--- src/rtl/srhp_pkg.sv ---
// serial register host port: pin codes, target addresses, counts, states
package srhp_pkg;
    // three-level pin codes from the level detector
    localparam logic [1:0] LV_LOW = 2'h0;
    localparam logic [1:0] LV_FLOAT = 2'h1;
    localparam logic [1:0] LV_SUPPLY = 2'h2;
    // i2c target addresses, first letter pin a, second pin b
    localparam logic [6:0] TADDR_LL = 7'h50;
    localparam logic [6:0] TADDR_SS = 7'h52;
    localparam logic [6:0] TADDR_FL = 7'h54;
    localparam logic [6:0] TADDR_LS = 7'h56;
    localparam logic [6:0] TADDR_SL = 7'h58;
    localparam logic [6:0] TADDR_FS = 7'h5A;
    // widths and counts
    localparam int ADDR_W = 7;
    localparam int DATA_W = 8;
    localparam int BUF_W = ADDR_W + DATA_W;
    localparam logic [3:0] BYTE_BITS = 4'h8;
    localparam logic [2:0] SPI_LAST_BIT = 3'h7;
    localparam logic [6:0] PTR_STEP = 7'h01;
    // values after reset
    localparam logic [5:0] SYNC_RST = 6'h2B;
    localparam logic [3:0] I2C_CNT_RST = 4'h0;
    localparam logic [2:0] SPI_CNT_RST = 3'h0;
    localparam logic [6:0] PTR_RST = 7'h00;
    localparam logic [7:0] BYTE_RST = 8'h00;
    // i2c target states
    typedef enum logic [2:0] {
        I2C_IDLE = 3'h0,
        I2C_ADDR = 3'h1,
        I2C_AACK = 3'h2,
        I2C_RX = 3'h3,
        I2C_RACK = 3'h4,
        I2C_HOLD = 3'h5,
        I2C_TX = 3'h6,
        I2C_MACK = 3'h7
    } srhp_i2c_e;
endpackage : srhp_pkg

--- src/rtl/srhp_port.sv ---
// serial register host port: i2c or spi target in front of the register file
// Function
// - one host port only, i2c or spi, fixed by the programmed configuration bit.
// - i2c address from two three-level pins, six combinations 0x50 to 0x5A.
// - i2c target works at bus rates up to 400 kbit/s.
// - start, address and write bit; acknowledge a matching address.
// - acknowledge the register address byte and every written data byte.
// - each further written byte goes to the next register.
// - read: write address, repeated start, read address; ack then send byte.
// - master ack fetches the next register; nack then stop ends.
// - target only, never drives the bus unless addressed.
// - spi mode 2, clock idles high, data sampled on falling edge.
// - frame starts with select low; first eight clocks carry address and r/w.
// - r/w bit high means read, low means write.
// - spi write: each following eight clocks write the next register.
// - spi read: shift register out after command, consecutive registers follow.
`timescale 1ns/10ps
`default_nettype none
module srhp_port
    import srhp_pkg::*;
(
    // clock and reset
    input wire logic i_ref_clk,
    input wire logic i_nrst,
    // programmed interface choice, high selects spi
    input wire logic i_otp_spi_sel,
    // three-level pins as level codes, pin b also data out
    input wire logic [1:0] i_addr_sel_a_or_chip_sel,
    input wire logic [1:0] i_addr_sel_b_or_data_out,
    output logic o_addr_sel_b_or_data_out,
    output logic o_addr_sel_b_or_data_out_oe,
    // clock pin, open drain in i2c
    input wire logic i_scl,
    output logic o_scl,
    output logic o_scl_oe,
    // data pin, open drain in i2c, data in for spi
    input wire logic i_sda,
    output logic o_sda,
    output logic o_sda_oe,
    // register write stream
    output logic o_wr_valid,
    input wire logic i_wr_ready,
    output logic [6:0] o_wr_addr,
    output logic [7:0] o_wr_data,
    // register read fetch, data one cycle after request
    output logic o_rd_req,
    output logic [6:0] o_rd_addr,
    input wire logic [7:0] i_rd_data,
    // status
    output logic o_spi_sel,
    output logic o_spi_overrun
);
    // ------------------------------------------------------------
    // synchronisers and edge detection
    // ------------------------------------------------------------
    logic [5:0] sync1_r;
    logic [5:0] sync2_r;
    logic scl_d_r;
    logic sda_d_r;

    always_ff @(posedge i_ref_clk) begin
        if (!i_nrst) begin
            sync1_r <= SYNC_RST;
            sync2_r <= SYNC_RST;
            scl_d_r <= 1'b1;
            sda_d_r <= 1'b1;
        end else begin
            sync1_r <= {i_addr_sel_a_or_chip_sel, i_addr_sel_b_or_data_out, i_scl, i_sda};
            sync2_r <= sync1_r;
            scl_d_r <= sync2_r[1];
            sda_d_r <= sync2_r[0];
        end
    end

    wire [1:0] pa = sync2_r[5:4];
    wire [1:0] pb = sync2_r[3:2];
    wire scl_s = sync2_r[1];
    wire sda_s = sync2_r[0];
    wire scl_rise = scl_s & ~scl_d_r;
    wire scl_fall = ~scl_s & scl_d_r;
    wire i2c_start = scl_s & scl_d_r & ~sda_s & sda_d_r;
    wire i2c_stop = scl_s & scl_d_r & sda_s & ~sda_d_r;
    wire cs_n = (pa != LV_LOW);

    // ------------------------------------------------------------
    // interface choice and address
    // ------------------------------------------------------------
    logic spi_mode_r;
    logic cfg_done_r;
    logic zero_r;

    always_ff @(posedge i_ref_clk) begin
        if (!i_nrst) begin
            spi_mode_r <= 1'b0;
            cfg_done_r <= 1'b0;
            zero_r <= 1'b0;
        end else if (!cfg_done_r) begin
            spi_mode_r <= i_otp_spi_sel;
            cfg_done_r <= 1'b1;
        end
    end

    wire i2c_act = cfg_done_r & ~spi_mode_r;
    wire spi_act = cfg_done_r & spi_mode_r;

    function automatic logic [7:0] addr_map(input logic [1:0] a, input logic [1:0] b);
        logic [7:0] r;
        r = 8'h00;
        if (a == LV_LOW && b == LV_LOW) r = {1'b1, TADDR_LL};
        else if (a == LV_SUPPLY && b == LV_SUPPLY) r = {1'b1, TADDR_SS};
        else if (a == LV_FLOAT && b == LV_LOW) r = {1'b1, TADDR_FL};
        else if (a == LV_LOW && b == LV_SUPPLY) r = {1'b1, TADDR_LS};
        else if (a == LV_SUPPLY && b == LV_LOW) r = {1'b1, TADDR_SL};
        else if (a == LV_FLOAT && b == LV_SUPPLY) r = {1'b1, TADDR_FS};
        return r;
    endfunction : addr_map

    wire [7:0] dev_map = addr_map(pa, pb);
    wire dev_ok = dev_map[7];
    wire [6:0] dev_addr = dev_map[6:0];

    // ------------------------------------------------------------
    // i2c target
    // ------------------------------------------------------------
    srhp_i2c_e ist_r;
    logic [3:0] icnt_r;
    logic [7:0] ish_r;
    logic irw_r;
    logic first_r;
    logic iack_r;
    logic [7:0] tx_r;
    logic [6:0] ptr_r;
    logic buf_rdy;

    wire i_bdone = scl_fall & (icnt_r == BYTE_BITS);
    wire addr_hit = dev_ok & (ish_r[7:1] == dev_addr);
    wire i_ptr_ld = (ist_r == I2C_RX) & i_bdone & first_r;
    wire i_push = (ist_r == I2C_HOLD) & buf_rdy;
    wire i_fetch0 = (ist_r == I2C_AACK) & scl_rise & irw_r;
    wire i_fetch1 = (ist_r == I2C_MACK) & scl_rise & ~sda_s;
    wire i_tx_shift = scl_fall & (((ist_r == I2C_AACK) & irw_r)
                      | ((ist_r == I2C_TX) & (icnt_r != BYTE_BITS))
                      | ((ist_r == I2C_MACK) & iack_r));

    always_ff @(posedge i_ref_clk) begin
        if (!i_nrst || !i2c_act) begin
            ist_r <= I2C_IDLE;
            icnt_r <= I2C_CNT_RST;
            ish_r <= BYTE_RST;
            irw_r <= 1'b0;
            first_r <= 1'b0;
            iack_r <= 1'b0;
            o_sda_oe <= 1'b0;
            o_scl_oe <= 1'b0;
        end else if (i2c_stop) begin
            ist_r <= I2C_IDLE;
            o_sda_oe <= 1'b0;
            o_scl_oe <= 1'b0;
        end else if (i2c_start) begin
            ist_r <= I2C_ADDR;
            icnt_r <= I2C_CNT_RST;
            o_sda_oe <= 1'b0;
        end else begin
            if (scl_rise) begin
                icnt_r <= icnt_r + 4'h1;
                iack_r <= ~sda_s;
            end
            if (scl_rise && (ist_r == I2C_ADDR || ist_r == I2C_RX)) begin
                ish_r <= {ish_r[6:0], sda_s};
            end
            case (ist_r)
                I2C_ADDR: begin
                    if (i_bdone && addr_hit) begin
                        ist_r <= I2C_AACK;
                        irw_r <= ish_r[0];
                        o_sda_oe <= 1'b1;
                    end else if (i_bdone) begin
                        ist_r <= I2C_IDLE;
                    end
                end
                I2C_AACK: begin
                    if (scl_fall) begin
                        icnt_r <= I2C_CNT_RST;
                        first_r <= ~irw_r;
                        ist_r <= irw_r ? I2C_TX : I2C_RX;
                        o_sda_oe <= irw_r & ~tx_r[7];
                    end
                end
                I2C_RX: begin
                    if (i_bdone && first_r) begin
                        ist_r <= I2C_RACK;
                        first_r <= 1'b0;
                        o_sda_oe <= 1'b1;
                    end else if (i_bdone) begin
                        ist_r <= I2C_HOLD;
                    end
                end
                I2C_HOLD: begin
                    if (buf_rdy) begin
                        ist_r <= I2C_RACK;
                        o_sda_oe <= 1'b1;
                        o_scl_oe <= 1'b0;
                    end else begin
                        o_sda_oe <= 1'b1;
                        o_scl_oe <= 1'b1;
                    end
                end
                I2C_RACK: begin
                    if (scl_fall) begin
                        ist_r <= I2C_RX;
                        icnt_r <= I2C_CNT_RST;
                        o_sda_oe <= 1'b0;
                    end
                end
                I2C_TX: begin
                    if (scl_fall && icnt_r == BYTE_BITS) begin
                        ist_r <= I2C_MACK;
                        o_sda_oe <= 1'b0;
                    end else if (scl_fall) begin
                        o_sda_oe <= ~tx_r[7];
                    end
                end
                I2C_MACK: begin
                    if (scl_fall) begin
                        icnt_r <= I2C_CNT_RST;
                        ist_r <= iack_r ? I2C_TX : I2C_IDLE;
                        o_sda_oe <= iack_r & ~tx_r[7];
                    end
                end
                default: begin
                    ist_r <= I2C_IDLE;
                end
            endcase
        end
    end

    // ------------------------------------------------------------
    // spi target, mode 2
    // ------------------------------------------------------------
    logic [2:0] scnt_r;
    logic [7:0] ssh_r;
    logic scmd_r;
    logic srw_r;

    wire [7:0] s_byte = {ssh_r[6:0], sda_s};
    wire s_bdone = spi_act & ~cs_n & scl_fall & (scnt_r == SPI_LAST_BIT);
    wire s_cmd = s_bdone & ~scmd_r;
    wire s_wr = s_bdone & scmd_r & ~srw_r;
    wire s_rd = s_bdone & scmd_r & srw_r;
    wire s_tx_shift = spi_act & ~cs_n & scl_rise & scmd_r & srw_r;

    always_ff @(posedge i_ref_clk) begin
        if (!i_nrst || !spi_act || cs_n) begin
            scnt_r <= SPI_CNT_RST;
            ssh_r <= BYTE_RST;
            scmd_r <= 1'b0;
            srw_r <= 1'b0;
            o_addr_sel_b_or_data_out <= 1'b0;
            o_addr_sel_b_or_data_out_oe <= 1'b0;
        end else begin
            if (scl_fall) begin
                ssh_r <= s_byte;
                scnt_r <= scnt_r + 3'h1;
            end
            if (s_cmd) begin
                scmd_r <= 1'b1;
                srw_r <= s_byte[0];
            end
            if (s_tx_shift) begin
                o_addr_sel_b_or_data_out <= tx_r[7];
                o_addr_sel_b_or_data_out_oe <= 1'b1;
            end
        end
    end

    // ------------------------------------------------------------
    // shared pointer, fetch and write path
    // ------------------------------------------------------------
    logic rd_pend_r;
    logic [14:0] wr_word;

    wire ptr_ld = i_ptr_ld | s_cmd;
    wire [6:0] ptr_ld_v = spi_mode_r ? s_byte[7:1] : ish_r[6:0];
    wire ptr_inc = i_push | i_fetch1 | s_wr | s_rd;
    wire fetch = i_fetch0 | i_fetch1 | (s_cmd & s_byte[0]) | s_rd;
    wire [6:0] fetch_addr = (i_fetch0 | s_cmd) ? ptr_ld_v : ptr_r + PTR_STEP;
    wire [6:0] fetch_base = i_fetch0 ? ptr_r : fetch_addr;
    wire push = i_push | (s_wr & buf_rdy);
    wire [7:0] push_byte = spi_mode_r ? s_byte : ish_r;

    always_ff @(posedge i_ref_clk) begin
        if (!i_nrst) begin
            ptr_r <= PTR_RST;
        end else if (ptr_ld) begin
            ptr_r <= ptr_ld_v;
        end else if (ptr_inc) begin
            ptr_r <= ptr_r + PTR_STEP;
        end
    end

    always_ff @(posedge i_ref_clk) begin
        if (!i_nrst) begin
            o_rd_req <= 1'b0;
            o_rd_addr <= PTR_RST;
            rd_pend_r <= 1'b0;
            tx_r <= BYTE_RST;
            o_spi_overrun <= 1'b0;
        end else begin
            o_rd_req <= fetch;
            rd_pend_r <= o_rd_req;
            if (fetch) begin
                o_rd_addr <= fetch_base;
            end
            if (rd_pend_r) begin
                tx_r <= i_rd_data;
            end else if (i_tx_shift || s_tx_shift) begin
                tx_r <= {tx_r[6:0], 1'b0};
            end
            if (s_wr && !buf_rdy) begin
                o_spi_overrun <= 1'b1;
            end
        end
    end

    srhp_buf2 #(
        .W(BUF_W)
    ) u_wbuf (
        .i_clk(i_ref_clk),
        .i_nrst(i_nrst),
        .i_valid(push),
        .o_ready(buf_rdy),
        .i_data({ptr_r, push_byte}),
        .o_valid(o_wr_valid),
        .i_ready(i_wr_ready),
        .o_data(wr_word)
    );

    assign o_wr_addr = wr_word[14:8];
    assign o_wr_data = wr_word[7:0];
    assign o_sda = zero_r;
    assign o_scl = zero_r;
    assign o_spi_sel = spi_mode_r;
endmodule : srhp_port
`default_nettype wire

--- src/rtl/srhp_buf2.sv ---
// two-entry write buffer with registered outputs
`timescale 1ns/10ps
`default_nettype none
module srhp_buf2
    import srhp_pkg::*;
#(
    parameter int W = BUF_W
) (
    // clock and reset
    input wire logic i_clk,
    input wire logic i_nrst,
    // fill side
    input wire logic i_valid,
    output logic o_ready,
    input wire logic [W-1:0] i_data,
    // drain side
    output logic o_valid,
    input wire logic i_ready,
    output logic [W-1:0] o_data
);
    logic [W-1:0] spare_r;
    logic spare_v_r;
    wire pop = o_valid & i_ready;
    wire push = i_valid & o_ready;

    assign o_ready = ~spare_v_r;

    always_ff @(posedge i_clk) begin
        if (!i_nrst) begin
            o_valid <= 1'b0;
            spare_v_r <= 1'b0;
            o_data <= '0;
            spare_r <= '0;
        end else if (pop && spare_v_r) begin
            o_data <= spare_r;
            spare_v_r <= 1'b0;
        end else if (pop || !o_valid) begin
            o_valid <= push;
            if (push) begin
                o_data <= i_data;
            end
        end else if (push) begin
            spare_r <= i_data;
            spare_v_r <= 1'b1;
        end
    end
endmodule : srhp_buf2
`default_nettype wire

--- config.mk ---
export PLATFORM = sky130hd
export DESIGN_NAME = srhp_port
export DESIGN_NICKNAME = d
export VERILOG_FILES = /design/src/rtl/srhp_pkg.sv /design/src/rtl/srhp_port.sv /design/src/rtl/srhp_buf2.sv
export SDC_FILE = /design/constraint.sdc
export NUM_CORES = 1
export LEC_CHECK = 0
export BUFFER_PORTS_ARGS = -buffer_cell sky130_fd_sc_hd__buf_2
export CORE_UTILIZATION = 60
export DETAILED_ROUTE_END_ITERATION = 10
export PLACE_DENSITY = 0.79
export SLEW_MARGIN = 40
export SYNTH_ARGS = -nofsm -noshare
export SYNTH_HDL_FRONTEND = slang
export SYNTH_SLANG_ARGS = --single-unit
--- constraint.sdc ---
create_clock -name i_ref_clk -period 3.4 [get_ports i_ref_clk]
set_input_delay 0.85 -clock i_ref_clk [delete_from_list [all_inputs] [get_ports i_ref_clk]]
set_output_delay 0.85 -clock i_ref_clk [all_outputs]
set_load 0.02 [all_outputs]
# --- Word level (Yosys, flattened, before mapping) ---
# Cells that the tools add are included.
totals:
  reg_bits: 107
  inputBits: 18
  out_inout_bits: 32
  elab_cells: 224
op_classes:
  addsub: 3
  n_eq_ne: 31
  muxes: 47
  n_bitwise: 65
  n_reduce_logical: 47
op_table:
  columns: ["op", "n"]
  rows:
  - ["$mux W8", 9]
  - ["$mux W15", 3]
  - ["$and A1 B1 Y1", 38]
  - ["$mux W7", 5]
  - ["$mux W3", 11]
  - ["$pmux W3 S7", 1]
  - ["$reduce_and A7 Y1", 3]
  - ["$mux W4", 4]
  - ["$not A1 Y1", 16]
  - ["$eq A3 B3 Y1 const B", 5]
  - ["$logic_and A1 B1 Y1", 12]
  - ["$mux W1", 12]
  - ["$ne A3 B2 Y1 const B", 4]
  - ["$ne A3 B3 Y1 const B", 4]
  - ["$reduce_bool A2 Y1", 6]
  - ["$or A1 B1 Y1", 11]
  - ["$reduce_and A3 Y1", 3]
  - ["$ne A2 B2 Y1 const B", 4]
  - ["$ne A4 B3 Y1 const B", 2]
  - ["$reduce_and A2 Y1", 4]
  - ["$add A7 B1 Y7 const B", 1]
  - ["$eq A7 B7 Y1", 1]
  - ["$pmux W1 S7", 1]
  - ["$reduce_bool A7 Y1", 1]
  - ["17 further kinds", 32]

# --- Longest topological paths before layout ---
# Gate-level depths: netlist of the first run.
logic_depth:
  depth_word: 14
  depth_mapped: 9
  depth_no_buf: 7

# --- Cells and area by module ---
# From an unflattened synthesis of the first run, not the netlist that was laid out.
hier_totals:
  hier_cells: 594
  hier_area_um2: 5107.4
by_module_without_submodules:
  columns: ["mod", "n_inst", "cells_each", "area_each_um2", "seq_area_each_um2"]
  rows:
  - ["srhp_port", 1, 462, 3786.1, 1501.4]
  - ["srhp_buf2", 1, 132, 1321.3, 640.6]

# --- Least setup slack after synthesis of the first run ---
# No wires, ideal clock.
synth_timing:
  kind: "register -> register"
  from: "register scnt_r[0]"
  to: "register u_wbuf.spare_r[11]"
  arrival_ns: 1.845
  required_ns: 3.272
  path_slack_ns: 1.427
  stages_incl_launch_ff: 10
  path_cell_list: "dfxtp_1 ha_1 ha_1 and4b_1 a32o_2 and4b_1 buf_4 buf_6 mux2i_1 nor2_1"
synth_via:
  elab_chain_len: 8
synth_rtl:
  columns: ["element", "line_no", "source"]
  rows:
  - ["from (decl)", "srhp_port.sv:240", "logic [2:0] scnt_r;"]
  - ["from (signal assigned)", "srhp_port.sv:263", "scnt_r <= scnt_r + 3'h1;"]
  - ["$eq A3 B3 Y1", "srhp_port.sv:246", "wire s_bdone = spi_act & ~cs_n & scl_fall & (scnt_r == SPI_LAST_BIT);"]
  - ["$and A1 B1 Y1", "srhp_port.sv:246", null]
  - ["$and A1 B1 Y1 (2 in a row)", "srhp_port.sv:248", "wire s_wr = s_bdone & scmd_r & ~srw_r;"]
  - ["$and A1 B1 Y1", "srhp_port.sv:288", "wire push = i_push | (s_wr & buf_rdy);"]
  - ["$or A1 B1 Y1", "srhp_port.sv:288", null]
  - ["$and A1 B1 Y1", "srhp_buf2.sv:24", "wire push = i_valid & o_ready;"]
  - ["$reduce_and A3 Y1 (no source line)", null, null]
  - ["to (signal assigned)", "srhp_buf2.sv:43", "spare_r <= i_data;"]
  - ["to (decl)", "srhp_buf2.sv:21", "logic [W-1:0] spare_r;"]
# Every way passes these cells.
# A chain may end at the register's enable or synchronous reset.

# --- Final worst setup path of the first run ---
layout_timing:
  from: "register ist_r[2]"
  to: "register u_wbuf.spare_r[0]"
layout_via:
  elab_chain_len: 5
layout_rtl:
  columns: ["element", "line_no", "source"]
  rows:
  - ["from (decl)", "srhp_port.sv:125", "srhp_i2c_e ist_r;"]
  - ["from (signal assigned)", "srhp_port.sv:185", "ist_r <= irw_r ? I2C_TX : I2C_RX;"]
  - ["from (signal assigned)", "srhp_port.sv:226", "ist_r <= iack_r ? I2C_TX : I2C_IDLE;"]
  - ["$eq A3 B3 Y1", "srhp_port.sv:138", "wire i_push = (ist_r == I2C_HOLD) & buf_rdy;"]
  - ["$and A1 B1 Y1", "srhp_port.sv:138", null]
  - ["$or A1 B1 Y1", "srhp_port.sv:288", null]
  - ["$and A1 B1 Y1", "srhp_buf2.sv:24", null]
  - ["$reduce_and A3 Y1 (no source line)", null, null]
# Every way passes these cells.

==> impl_metrics.json, run 1 <==
{
  "path_max_fanout": 19,
  "setup.worst_path.class": "reg2reg",
  "grt_pass1_wl_um": 18400,
  "track_usage_pct": 26.8,
  "r2r_slack_ns": 0.95,
  "regToRegStartpoint": "ist_r[2]$_SDFFE_PP0P_",
  "avgSynthCellArea_um2": 8.59,
  "post-route-drc-count": 0,
  "synth_area_leaders": "dfxtp_1 42%, a21oi_1 7.3%, mux2i_1 6.1%, nand2_1 4.8%, nor2_1 4.2%",
  "portBuffers": 47,
  "report.final.setup_viol": 0,
  "relSlewSlack_pct": 40.3,
  "fin_crit_ns": 2.45,
  "min-delay-start": "sync1_r[1]$_SDFF_PN1_",
  "vias_per_cell": 5.96,
  "diodes": 0,
  "final_cell_area_um2": 5430,
  "start_kind": "flop",
  "synth_top_area_share_pct": 42.4,
  "grt_max_degree": 40,
  "rr_endpoint": "u_wbuf.spare_r[0]$_SDFFE_PN0P_",
  "path_clk_slew_ns": 0.10,
  "ant_nets": 0,
  "yosysWarningCount": 0,
  "cts_tree": "built",
  "rsz0062_at_grt": "false",
  "async_flop_share_pct": 0,
  "area_growth_pct": 7.43,
  "startpoint": "ist_r[2]$_SDFFE_PP0P_",
  "vias": 4287,
  "ys_types": 63,
  "dpl-instance-area_um2": 5230,
  "ys.flop_type": "dfxtp_1",
  "htreeDepth": 3,
  "clk_latency_ns": 0.37,
  "die_area_um2": 8790,
  "hold_viol": 0,
  "drive_gt1_share_pct": 16.0,
  "worstPathRequired_ns": 3.69,
  "core.rowCount": 33,
  "grt_remaining_overflow": 0,
  "synth_edf_count": 0,
  "leakagePower_uw": 0.00207,
  "dieHeight_um": 93.8,
  "reg2reg_depth": 6,
  "hold_path.class": "reg2reg",
  "synth_area_um2": 5050,
  "grt_pass1_vias": 3778,
  "clock_path_buffers": 2,
  "cts_root_buf": "clkbuf_8",
  "status": "completed",
  "irDropWorstVdd_mv": 0.284,
  "drt-initial-drc-count": 328,
  "cts_buffers": 9,
  "cts_hold_buffers": 0,
  "min_path_cells": 1,
  "drv_slew": 0,
  "power_density_nw_per_um2": 389,
  "n_fill_cell": 694,
  "fin_nets": 632,
  "cap_violations": 0,
  "finalWeightedCongestion": 0.910,
  "synth_seq_cells": 107,
  "fmax_mhz": 409,
  "fin_skew_ns": 0.0119,
  "ys_seq_area_share_pct": 42.4,
  "first_pass_iters": 5,
  "worst_pin_slew_ns": 0.886,
  "num_io_pins": 50,
  "netlist_instances": 588,
  "end_kind": "flop",
  "post-route-period-util_pct": 71.9,
  "avgRoutedWirePerCell_um": 15.5,
  "start_util_pct": 61.8,
  "antenna_found_initial": 0,
  "wirelength_um": 11100,
  "crit_arrival_ns": 2.74,
  "cts_resized": 0,
  "setup_tns_ns": 0,
  "post-dp-hpwl_um": 7800,
  "coreArea_um2": 8180,
  "die_w_um": 93.8,
  "cts_post_setup_buffers_inserted": 0,
  "holdPathEnd": "sync2_r[1]$_SDFF_PN1_",
  "synth_top_area_cell": "dfxtp_1",
  "cts_sinks": 107
}
sequential cells by signal (all words and copies together), names as in the netlist, 3 cells and up:
name / cells
ptr_r: 7
scnt_r: 3
ssh_r: 7
sync2_r: 6
sync1_r: 6
u_wbuf.spare_r: 15
tx_r: 8
ish_r: 8
icnt_r: 4
o_rd_addr: 7
u_wbuf.o_data: 15
ist_r: 3
per-layer routing:
metal  global-route usage (%)  vias to the layer above  part of all wire [%]
met5                        0                        -                     0
li1                         -                     2100                     -
met2                     41.0                      146                    45
met4                     11.9                        0                   2.3
met3                     4.21                       19                   6.0
met1                     37.3                     2022                    46
worst max-delay path by stage:
stage,to,slack [ns],cells after the start
6_report,u_wbuf.spare_r[0]$_SDFFE_PN0P_,0.95,6
5_1_grt,u_wbuf.spare_r[5]$_SDFFE_PN0P_,0.73,6
4_1_cts,u_wbuf.spare_r[0]$_SDFFE_PN0P_,0.98,6
3_5_place_dp,u_wbuf.o_data[13]$_SDFFE_PN0P_,0.92,5
3_3_place_gp,u_wbuf.o_data[9]$_SDFFE_PN0P_,1.0,5
2_1_floorplan,u_wbuf.spare_r[11]$_SDFFE_PN0P_,1.43,9
cell families (layout without fill, tap and decap cells):
logic type / count (synthesis) / count (layout) / share of synthesized area (%)
buf+inv: 60 / 85 / 5.92
flops: 107 / 107 / 42.4
other cells: 1 / 2 / 0.0742
xor+xnor: 11 / 11 / 1.91
compound gates: 157 / 157 / 19.5
mux: 44 / 44 / 9.04
simple gates: 203 / 203 / 19.9
fa+ha+maj: 5 / 5 / 1.24
where the power goes:
group	total [uW]	internal, uW	leakage, uW	switching [uW]
logic	78.9	28.1	0.00111	50.7
registers	1270	1260	0.000865	9.80
clock network	763	315	0.0000965	448
total	2110	1600	0.00207	509
metrics by stage:
stage / hold slack, ns / util, % / total power [uW] / setup slack [ns] / std cells
2_1_floorplan: 0.386 / - / 1360 / 1.43 / 589
6_report: 0.423 / 66.4 / 2110 / 0.954 / 719
4_1_cts: 0.426 / 66.3 / 2120 / 0.977 / 719
3_3_place_gp: 0.392 / 64.0 / 1380 / 0.995 / 703
5_1_grt: 0.461 / 66.4 / 2180 / 0.733 / 719
3_5_place_dp: 0.400 / 64.0 / 1380 / 0.920 / 703
Yosys cell counts, types with 4 or more instances:
library cell,instances
o21ai_0,20
nand2b_1,17
nand4_1,7
nand2_1,65
clkbuf_1,22
a21oi_1,74
and2_1,6
buf_4,4
mux2i_1,31
ha_1,5
buf_6,6
nand3_1,13
o22ai_1,5
a21o_1,5
nor2b_1,6
a211o_1,9
nand4b_1,5
a211oi_1,15
xnor2_1,10
mux2_2,13
inv_1,14
dfxtp_1,107
o2bb2ai_1,6
nor2_1,56
buf_2,11
or2_2,4
layout make-up:
class                      count  area, um^2  share of cell area, %
multi-input combinational    422        2620                   48.3
sequential                   107        2140                   39.5
timing repair buffer          53         280                   5.16
clock buffer                  11         151                   2.79
tap                          105         131                   2.42
inverter                      16        60.1                   1.11
clock inverter                 5        42.5                  0.784
worst max-delay path, stage by stage, from the launching register on:
cell and delay [ns]:
dfxtp_1 0.67, and2_0 0.38, a32o_2 0.24, and4b_1 0.51, buf_4 0.30, nor2_1 0.06
a211oi_1 0.20
layout by cell type (no fill, tap or decap), types with 3 or more instances in the layout:
cell type  instances
dfxtp_1          107
a21oi_1           74
nand2_1           65
nor2_1            56
buf_2             47
mux2i_1           31
o21ai_0           20
nand2b_1          17
a211oi_1          15
inv_1             14
mux2_2            13
nand3_1           12
clkbuf_8          11
xnor2_1           10
a211o_1            9
nand4_1            7
nor2b_1            6
and2_1             6
o2bb2ai_1          6
buf_4              6
a21o_1             5
nand4b_1           5
o22ai_1            5
ha_1               5
or2_2              4
nor3b_1            3
and4b_1            3
a31oi_1            3
nor3_1             3
or3_1              3
Note: power is estimated with default switching activity, not from simulation.
==> run 2: changes to the inputs <==
--- a/config.mk
+++ b/config.mk
@@ -6,9 +6,9 @@
 export NUM_CORES = 1
 export LEC_CHECK = 0
 export BUFFER_PORTS_ARGS = -buffer_cell sky130_fd_sc_hd__buf_2
-export CORE_UTILIZATION = 60
+export CORE_UTILIZATION = 53
 export DETAILED_ROUTE_END_ITERATION = 10
-export PLACE_DENSITY = 0.79
+export PLACE_DENSITY = 0.74
 export SLEW_MARGIN = 40
 export SYNTH_ARGS = -nofsm -noshare
 export SYNTH_HDL_FRONTEND = slang
==> constraint.sdc (replaced) <==
create_clock -name i_ref_clk -period 2 [get_ports i_ref_clk]
set_input_delay 0.5 -clock i_ref_clk [delete_from_list [all_inputs] [get_ports i_ref_clk]]
set_output_delay 0.5 -clock i_ref_clk [all_outputs]
set_load 0.02 [all_outputs]
==> impl_metrics.json, run 2 (synthesis results as in run 1) <==
{
  "worst_slack_ns": 0.0205,
  "area_growth_pct": 15.4,
  "min_path_cells": 2,
  "ant_nets": 0,
  "cts_sinks": 107,
  "dieHeight_um": 99.6,
  "vias": 4380,
  "avgRoutedWirePerCell_um": 15.0,
  "rsz0062_at_grt": "true",
  "n_fill_cell": 787,
  "fin_crit_ns": 1.98,
  "fin_skew_ns": 0.0163,
  "path_clk_slew_ns": 0.11,
  "wirelength_um": 11700,
  "final_common_cell": "dfxtp_1",
  "report.final.setup_viol": 0,
  "dpl-instance-area_um2": 5570,
  "drt-initial-drc-count": 264,
  "fin_util_pct": 63.1,
  "dp_slack_ns": -0.137,
  "most-common-layout-cells": "104 x dfxtp_1, 74 x a21oi_1, 65 x nand2_1",
  "htreeDepth": 3,
  "cts_hold_buffers": 0,
  "r2r_slack_ns": 0.02,
  "grt_pass1_wl_um": 19200,
  "irDropWorstVdd_mv": 0.497,
  "rr_endpoint": "o_rd_addr[0]$_SDFFE_PN0P_",
  "hold_path.class": "in2reg",
  "fin_nets": 669,
  "placedCellCount": 763,
  "cts_root_buf": "clkbuf_8",
  "core.rowCount": 35,
  "coreArea_um2": 9240,
  "worstPathRequired_ns": 2.30,
  "leakagePower_uw": 0.00227,
  "status": "completed",
  "final_cell_area_um2": 5830,
  "grt_remaining_overflow": 0,
  "drive_gt1_share_pct": 22.3,
  "grt_max_degree": 32,
  "finalWeightedCongestion": 0.922,
  "drv_slew": 0,
  "reg2reg_depth": 9,
  "vias_per_cell": 5.62,
  "first_pass_iters": 6,
  "relSlewSlack_pct": 63.6,
  "min-delay-start": "i_addr_sel_b_or_data_out[1]",
  "die_area_um2": 9930,
  "track_usage_pct": 24.2,
  "cap_violations": 0,
  "post-dp-hpwl_um": 8630,
  "holdPathEnd": "sync1_r[3]$_SDFF_PN1_",
  "die_w_um": 99.6,
  "cts_buffers": 9,
  "portBuffers": 47,
  "diodes": 0,
  "power_density_nw_per_um2": 617,
  "hold_viol": 0,
  "setup.worst_path.class": "reg2reg",
  "cts_tree": "built",
  "post-route-drc-count": 0,
  "start_kind": "flop",
  "num_io_pins": 50,
  "clk_latency_ns": 0.37,
  "post-route-period-util_pct": 99.0,
  "path_max_fanout": 6,
  "final_cells": 780,
  "regToRegStartpoint": "scnt_r[1]$_SDFFE_PP0P_",
  "grt_pass1_vias": 4013,
  "crit_arrival_ns": 2.28,
  "end_kind": "flop",
  "fmax_mhz": 505,
  "antenna_found_initial": 0,
  "worst_pin_slew_ns": 0.545,
  "setup_tns_ns": 0,
  "start_util_pct": 54.7,
  "top_regs": "u_wbuf.o_data x15, u_wbuf.spare_r x15",
  "clock_path_buffers": 2
}
run 2: cell count changes in the layout (fill, tap and decap cells not counted), sizes merged:
cell      previous run  this run
buf                 53        90
clkinv               4         3
clkinvlp             1         2
run 2: area by class of cell:
type / instances / area (um^2) / share of cell area (%)
sequential: 107 / 2150 / 36.8
tap: 129 / 161 / 2.77
timing repair buffer: 90 / 603 / 10.3
clock inverter: 5 / 43.8 / 0.751
inverter: 16 / 60.1 / 1.03
clock buffer: 11 / 141 / 2.42
multi-input combinational: 422 / 2680 / 45.9
run 2: routing by layer:
metal,vias up,routed length [um],global-route usage (%)
met1,2022,5490,33.2
met5,-,0,0
li1,2178,-,-
met3,27,690,3.58
met4,0,243,9.28
met2,153,5310,38.4
run 2: worst max-delay path, cell delays in order, from the launching register on:
cell,delay (ns)
dfxtp_2,0.36
ha_4,0.16
ha_4,0.15
and4b_1,0.22
and2_4,0.17
a222oi_1,0.28
buf_4,0.19
buf_4,0.10
and2_4,0.18
o2bb2ai_1,0.12
run 2: repair_timing:
action                                 4_1_cts  5_1_grt
setup endpoints to repair                   11       45
pin swaps                                    1        4
cloned                                       0        0
buffers inserted                             0        1
resized for setup                            8       12
endpoints found under the hold margin        0        0
run 2: power by group:
group	leakage (uW)	total, uW	switching [uW]	internal [uW]
clock network	0.0000881	1280	775	504
logic	0.00131	164	97.8	66.0
registers	0.000866	2160	11.1	2140
run 2: through the flow:
stage	power [uW]	hold WS (ns)
final	3600	0.303
after global routing	3720	0.288
after CTS	3610	0.290
after detailed placement	2360	0.395
after global placement	2360	0.392
after floorplan	2310	0.386
run 2: how the worst max path moves through the flow:
stage	end	startpoint
6_report	o_rd_addr[0]$_SDFFE_PN0P_	scnt_r[1]$_SDFFE_PP0P_
3_5_place_dp	o_rd_addr[4]$_SDFFE_PN0P_	scnt_r[0]$_SDFFE_PP0P_
3_3_place_gp	o_rd_addr[3]$_SDFFE_PN0P_	scnt_r[0]$_SDFFE_PP0P_
5_1_grt	u_wbuf.spare_r[11]$_SDFFE_PN0P_	scnt_r[1]$_SDFFE_PP0P_
2_1_floorplan	u_wbuf.spare_r[11]$_SDFFE_PN0P_	scnt_r[0]$_SDFFE_PP0P_
4_1_cts	o_rd_addr[0]$_SDFFE_PN0P_	scnt_r[0]$_SDFFE_PP0P_
==> run 3: changes to the inputs <==
--- a/config.mk
+++ b/config.mk
@@ -9,6 +9,7 @@
 export CORE_UTILIZATION = 53
 export DETAILED_ROUTE_END_ITERATION = 10
 export PLACE_DENSITY = 0.74
+export REMOVE_ABC_BUFFERS = 1
 export SLEW_MARGIN = 40
 export SYNTH_ARGS = -nofsm -noshare
 export SYNTH_HDL_FRONTEND = slang
==> impl_metrics.json, run 3 (synthesis results as in run 1) <==
{
  "antenna_found_initial": 0,
  "diodes": 0,
  "start_kind": "flop",
  "vias_per_cell": 5.63,
  "portBuffers": 47,
  "cts_sinks": 107,
  "grt_remaining_overflow": 0,
  "path_max_fanout": 7,
  "setup.worst_path.class": "reg2reg",
  "clock_path_buffers": 2,
  "drt-initial-drc-count": 239,
  "post-route-drc-count": 0,
  "path_clk_slew_ns": 0.10,
  "rsz0062_at_grt": "true",
  "cts_buffers": 9,
  "die_area_um2": 9930,
  "fin_nets": 667,
  "post-route-period-util_pct": 99.2,
  "fin_skew_ns": 0.0178,
  "coreArea_um2": 9240,
  "start_util_pct": 54.7,
  "cap_violations": 0,
  "finalWeightedCongestion": 0.883,
  "wirelength_um": 12000,
  "power_density_nw_per_um2": 634,
  "grt_pass1_vias": 4111,
  "fin_util_pct": 63.7,
  "drive_gt1_share_pct": 22.5,
  "core.rowCount": 35,
  "worstPathRequired_ns": 2.25,
  "fin_crit_ns": 1.98,
  "worst_pin_slew_ns": 0.548,
  "status": "completed",
  "die_w_um": 99.6,
  "hold_path.class": "in2reg",
  "clk_latency_ns": 0.37,
  "leakagePower_uw": 0.00229,
  "n_fill_cell": 774,
  "cts_tree": "built",
  "irDropWorstVdd_mv": 0.456,
  "crit_arrival_ns": 2.23,
  "avgRoutedWirePerCell_um": 15.4,
  "most-common-layout-cells": "105 x dfxtp_1, 74 x a21oi_1, 65 x nand2_1",
  "relSlewSlack_pct": 63.3,
  "final_common_cell": "dfxtp_1",
  "track_usage_pct": 25.1,
  "htreeDepth": 3,
  "grt_pass1_wl_um": 20000,
  "vias": 4380,
  "fmax_mhz": 504,
  "report.final.setup_viol": 0,
  "drv_slew": 0,
  "top_regs": "u_wbuf.o_data x15, u_wbuf.spare_r x15",
  "hold_viol": 0,
  "post-dp-hpwl_um": 8540,
  "r2r_slack_ns": 0.02,
  "num_io_pins": 50,
  "grt_max_degree": 31,
  "area_growth_pct": 16.5,
  "setup_tns_ns": 0,
  "cts_root_buf": "clkbuf_8",
  "dieHeight_um": 99.6,
  "first_pass_iters": 5,
  "total_power_uw": 3730,
  "end_kind": "flop",
  "ant_nets": 0
}
[run 3: changes by cell type in the layout (fill, tap and decap cells not counted), sizes merged]
cell and change:
bufinv +1, clkinvlp -1, clkinv +1, buf -2, inv +1, clkbuf -2
[run 3: area by class of cell]
type / instances / area (um^2) / share of cell area (%)
sequential: 107 / 2140 / 36.4
multi-input combinational: 422 / 2680 / 45.6
clock inverter: 7 / 91.3 / 1.55
tap: 129 / 161 / 2.74
timing repair buffer: 88 / 622 / 10.6
clock buffer: 9 / 124 / 2.10
inverter: 16 / 60.1 / 1.02
[run 3: per-stage QoR]
step | instance area, um^2 | setup WS (ns) | hold WS [ns] | instances
after global placement | 5560 | -0.0985 | 0.394 | 758
after global routing | 5890 | -0.0472 | 0.300 | 778
after detailed placement | 5560 | -0.198 | 0.393 | 758
final | 5890 | 0.0151 | 0.315 | 778
after floorplan | 4820 | -0.527 | 0.386 | 545
after CTS | 5860 | 0.00682 | 0.309 | 778
[run 3: critical path, cell delays in order, from the launching register on]
cell and delay [ns]:
dfxtp_1 0.36, and4bb_4 0.40, and4b_1 0.25, buf_4 0.19, mux2_2 0.35, o22ai_1 0.22
o2bb2ai_1 0.12
[run 3: timing repair]
action	in CTS	in global routing
hold buffers	0	0
hold endpoints to repair	0	0
buffers inserted	4	1
pin swaps	3	3
endpoints found under the setup margin	26	26
resized for setup	12	7
cloned	1	0
[run 3: report_power, final]
part | internal (uW) | leakage [uW] | switching, uW | total (uW)
Combinational | 66.6 | 0.00131 | 99.5 | 166
Sequential | 2140 | 0.000866 | 10.3 | 2160
Clock | 610 | 0.000105 | 800 | 1410
[run 3: worst paths after layout]
| path | to | cells past startpoint | from |
|---|---|---|---|
| setup / recovery | o_rd_addr[2]$_SDFFE_PN0P_ | 6 | sync2_r[5]$_SDFF_PN1_ |
| hold / removal | sync1_r[5]$_SDFF_PN1_ | 2 | i_addr_sel_a_or_chip_sel[1] |
| setup reg to reg | o_rd_addr[2]$_SDFFE_PN0P_ | 6 | sync2_r[5]$_SDFF_PN1_ |
| hold reg to reg | sync2_r[0]$_SDFF_PN1_ | 1 | sync1_r[0]$_SDFF_PN1_ |
[run 3: layer usage]
layer | wire length [um] | vias up | GRT usage, %
met2 | 5840 | 113 | 42.5
met4 | 140 | 0 | 6.22
met5 | 0 | - | 0
met3 | 549 | 14 | 4.57
li1 | - | 2167 | -
met1 | 5440 | 2086 | 33.2
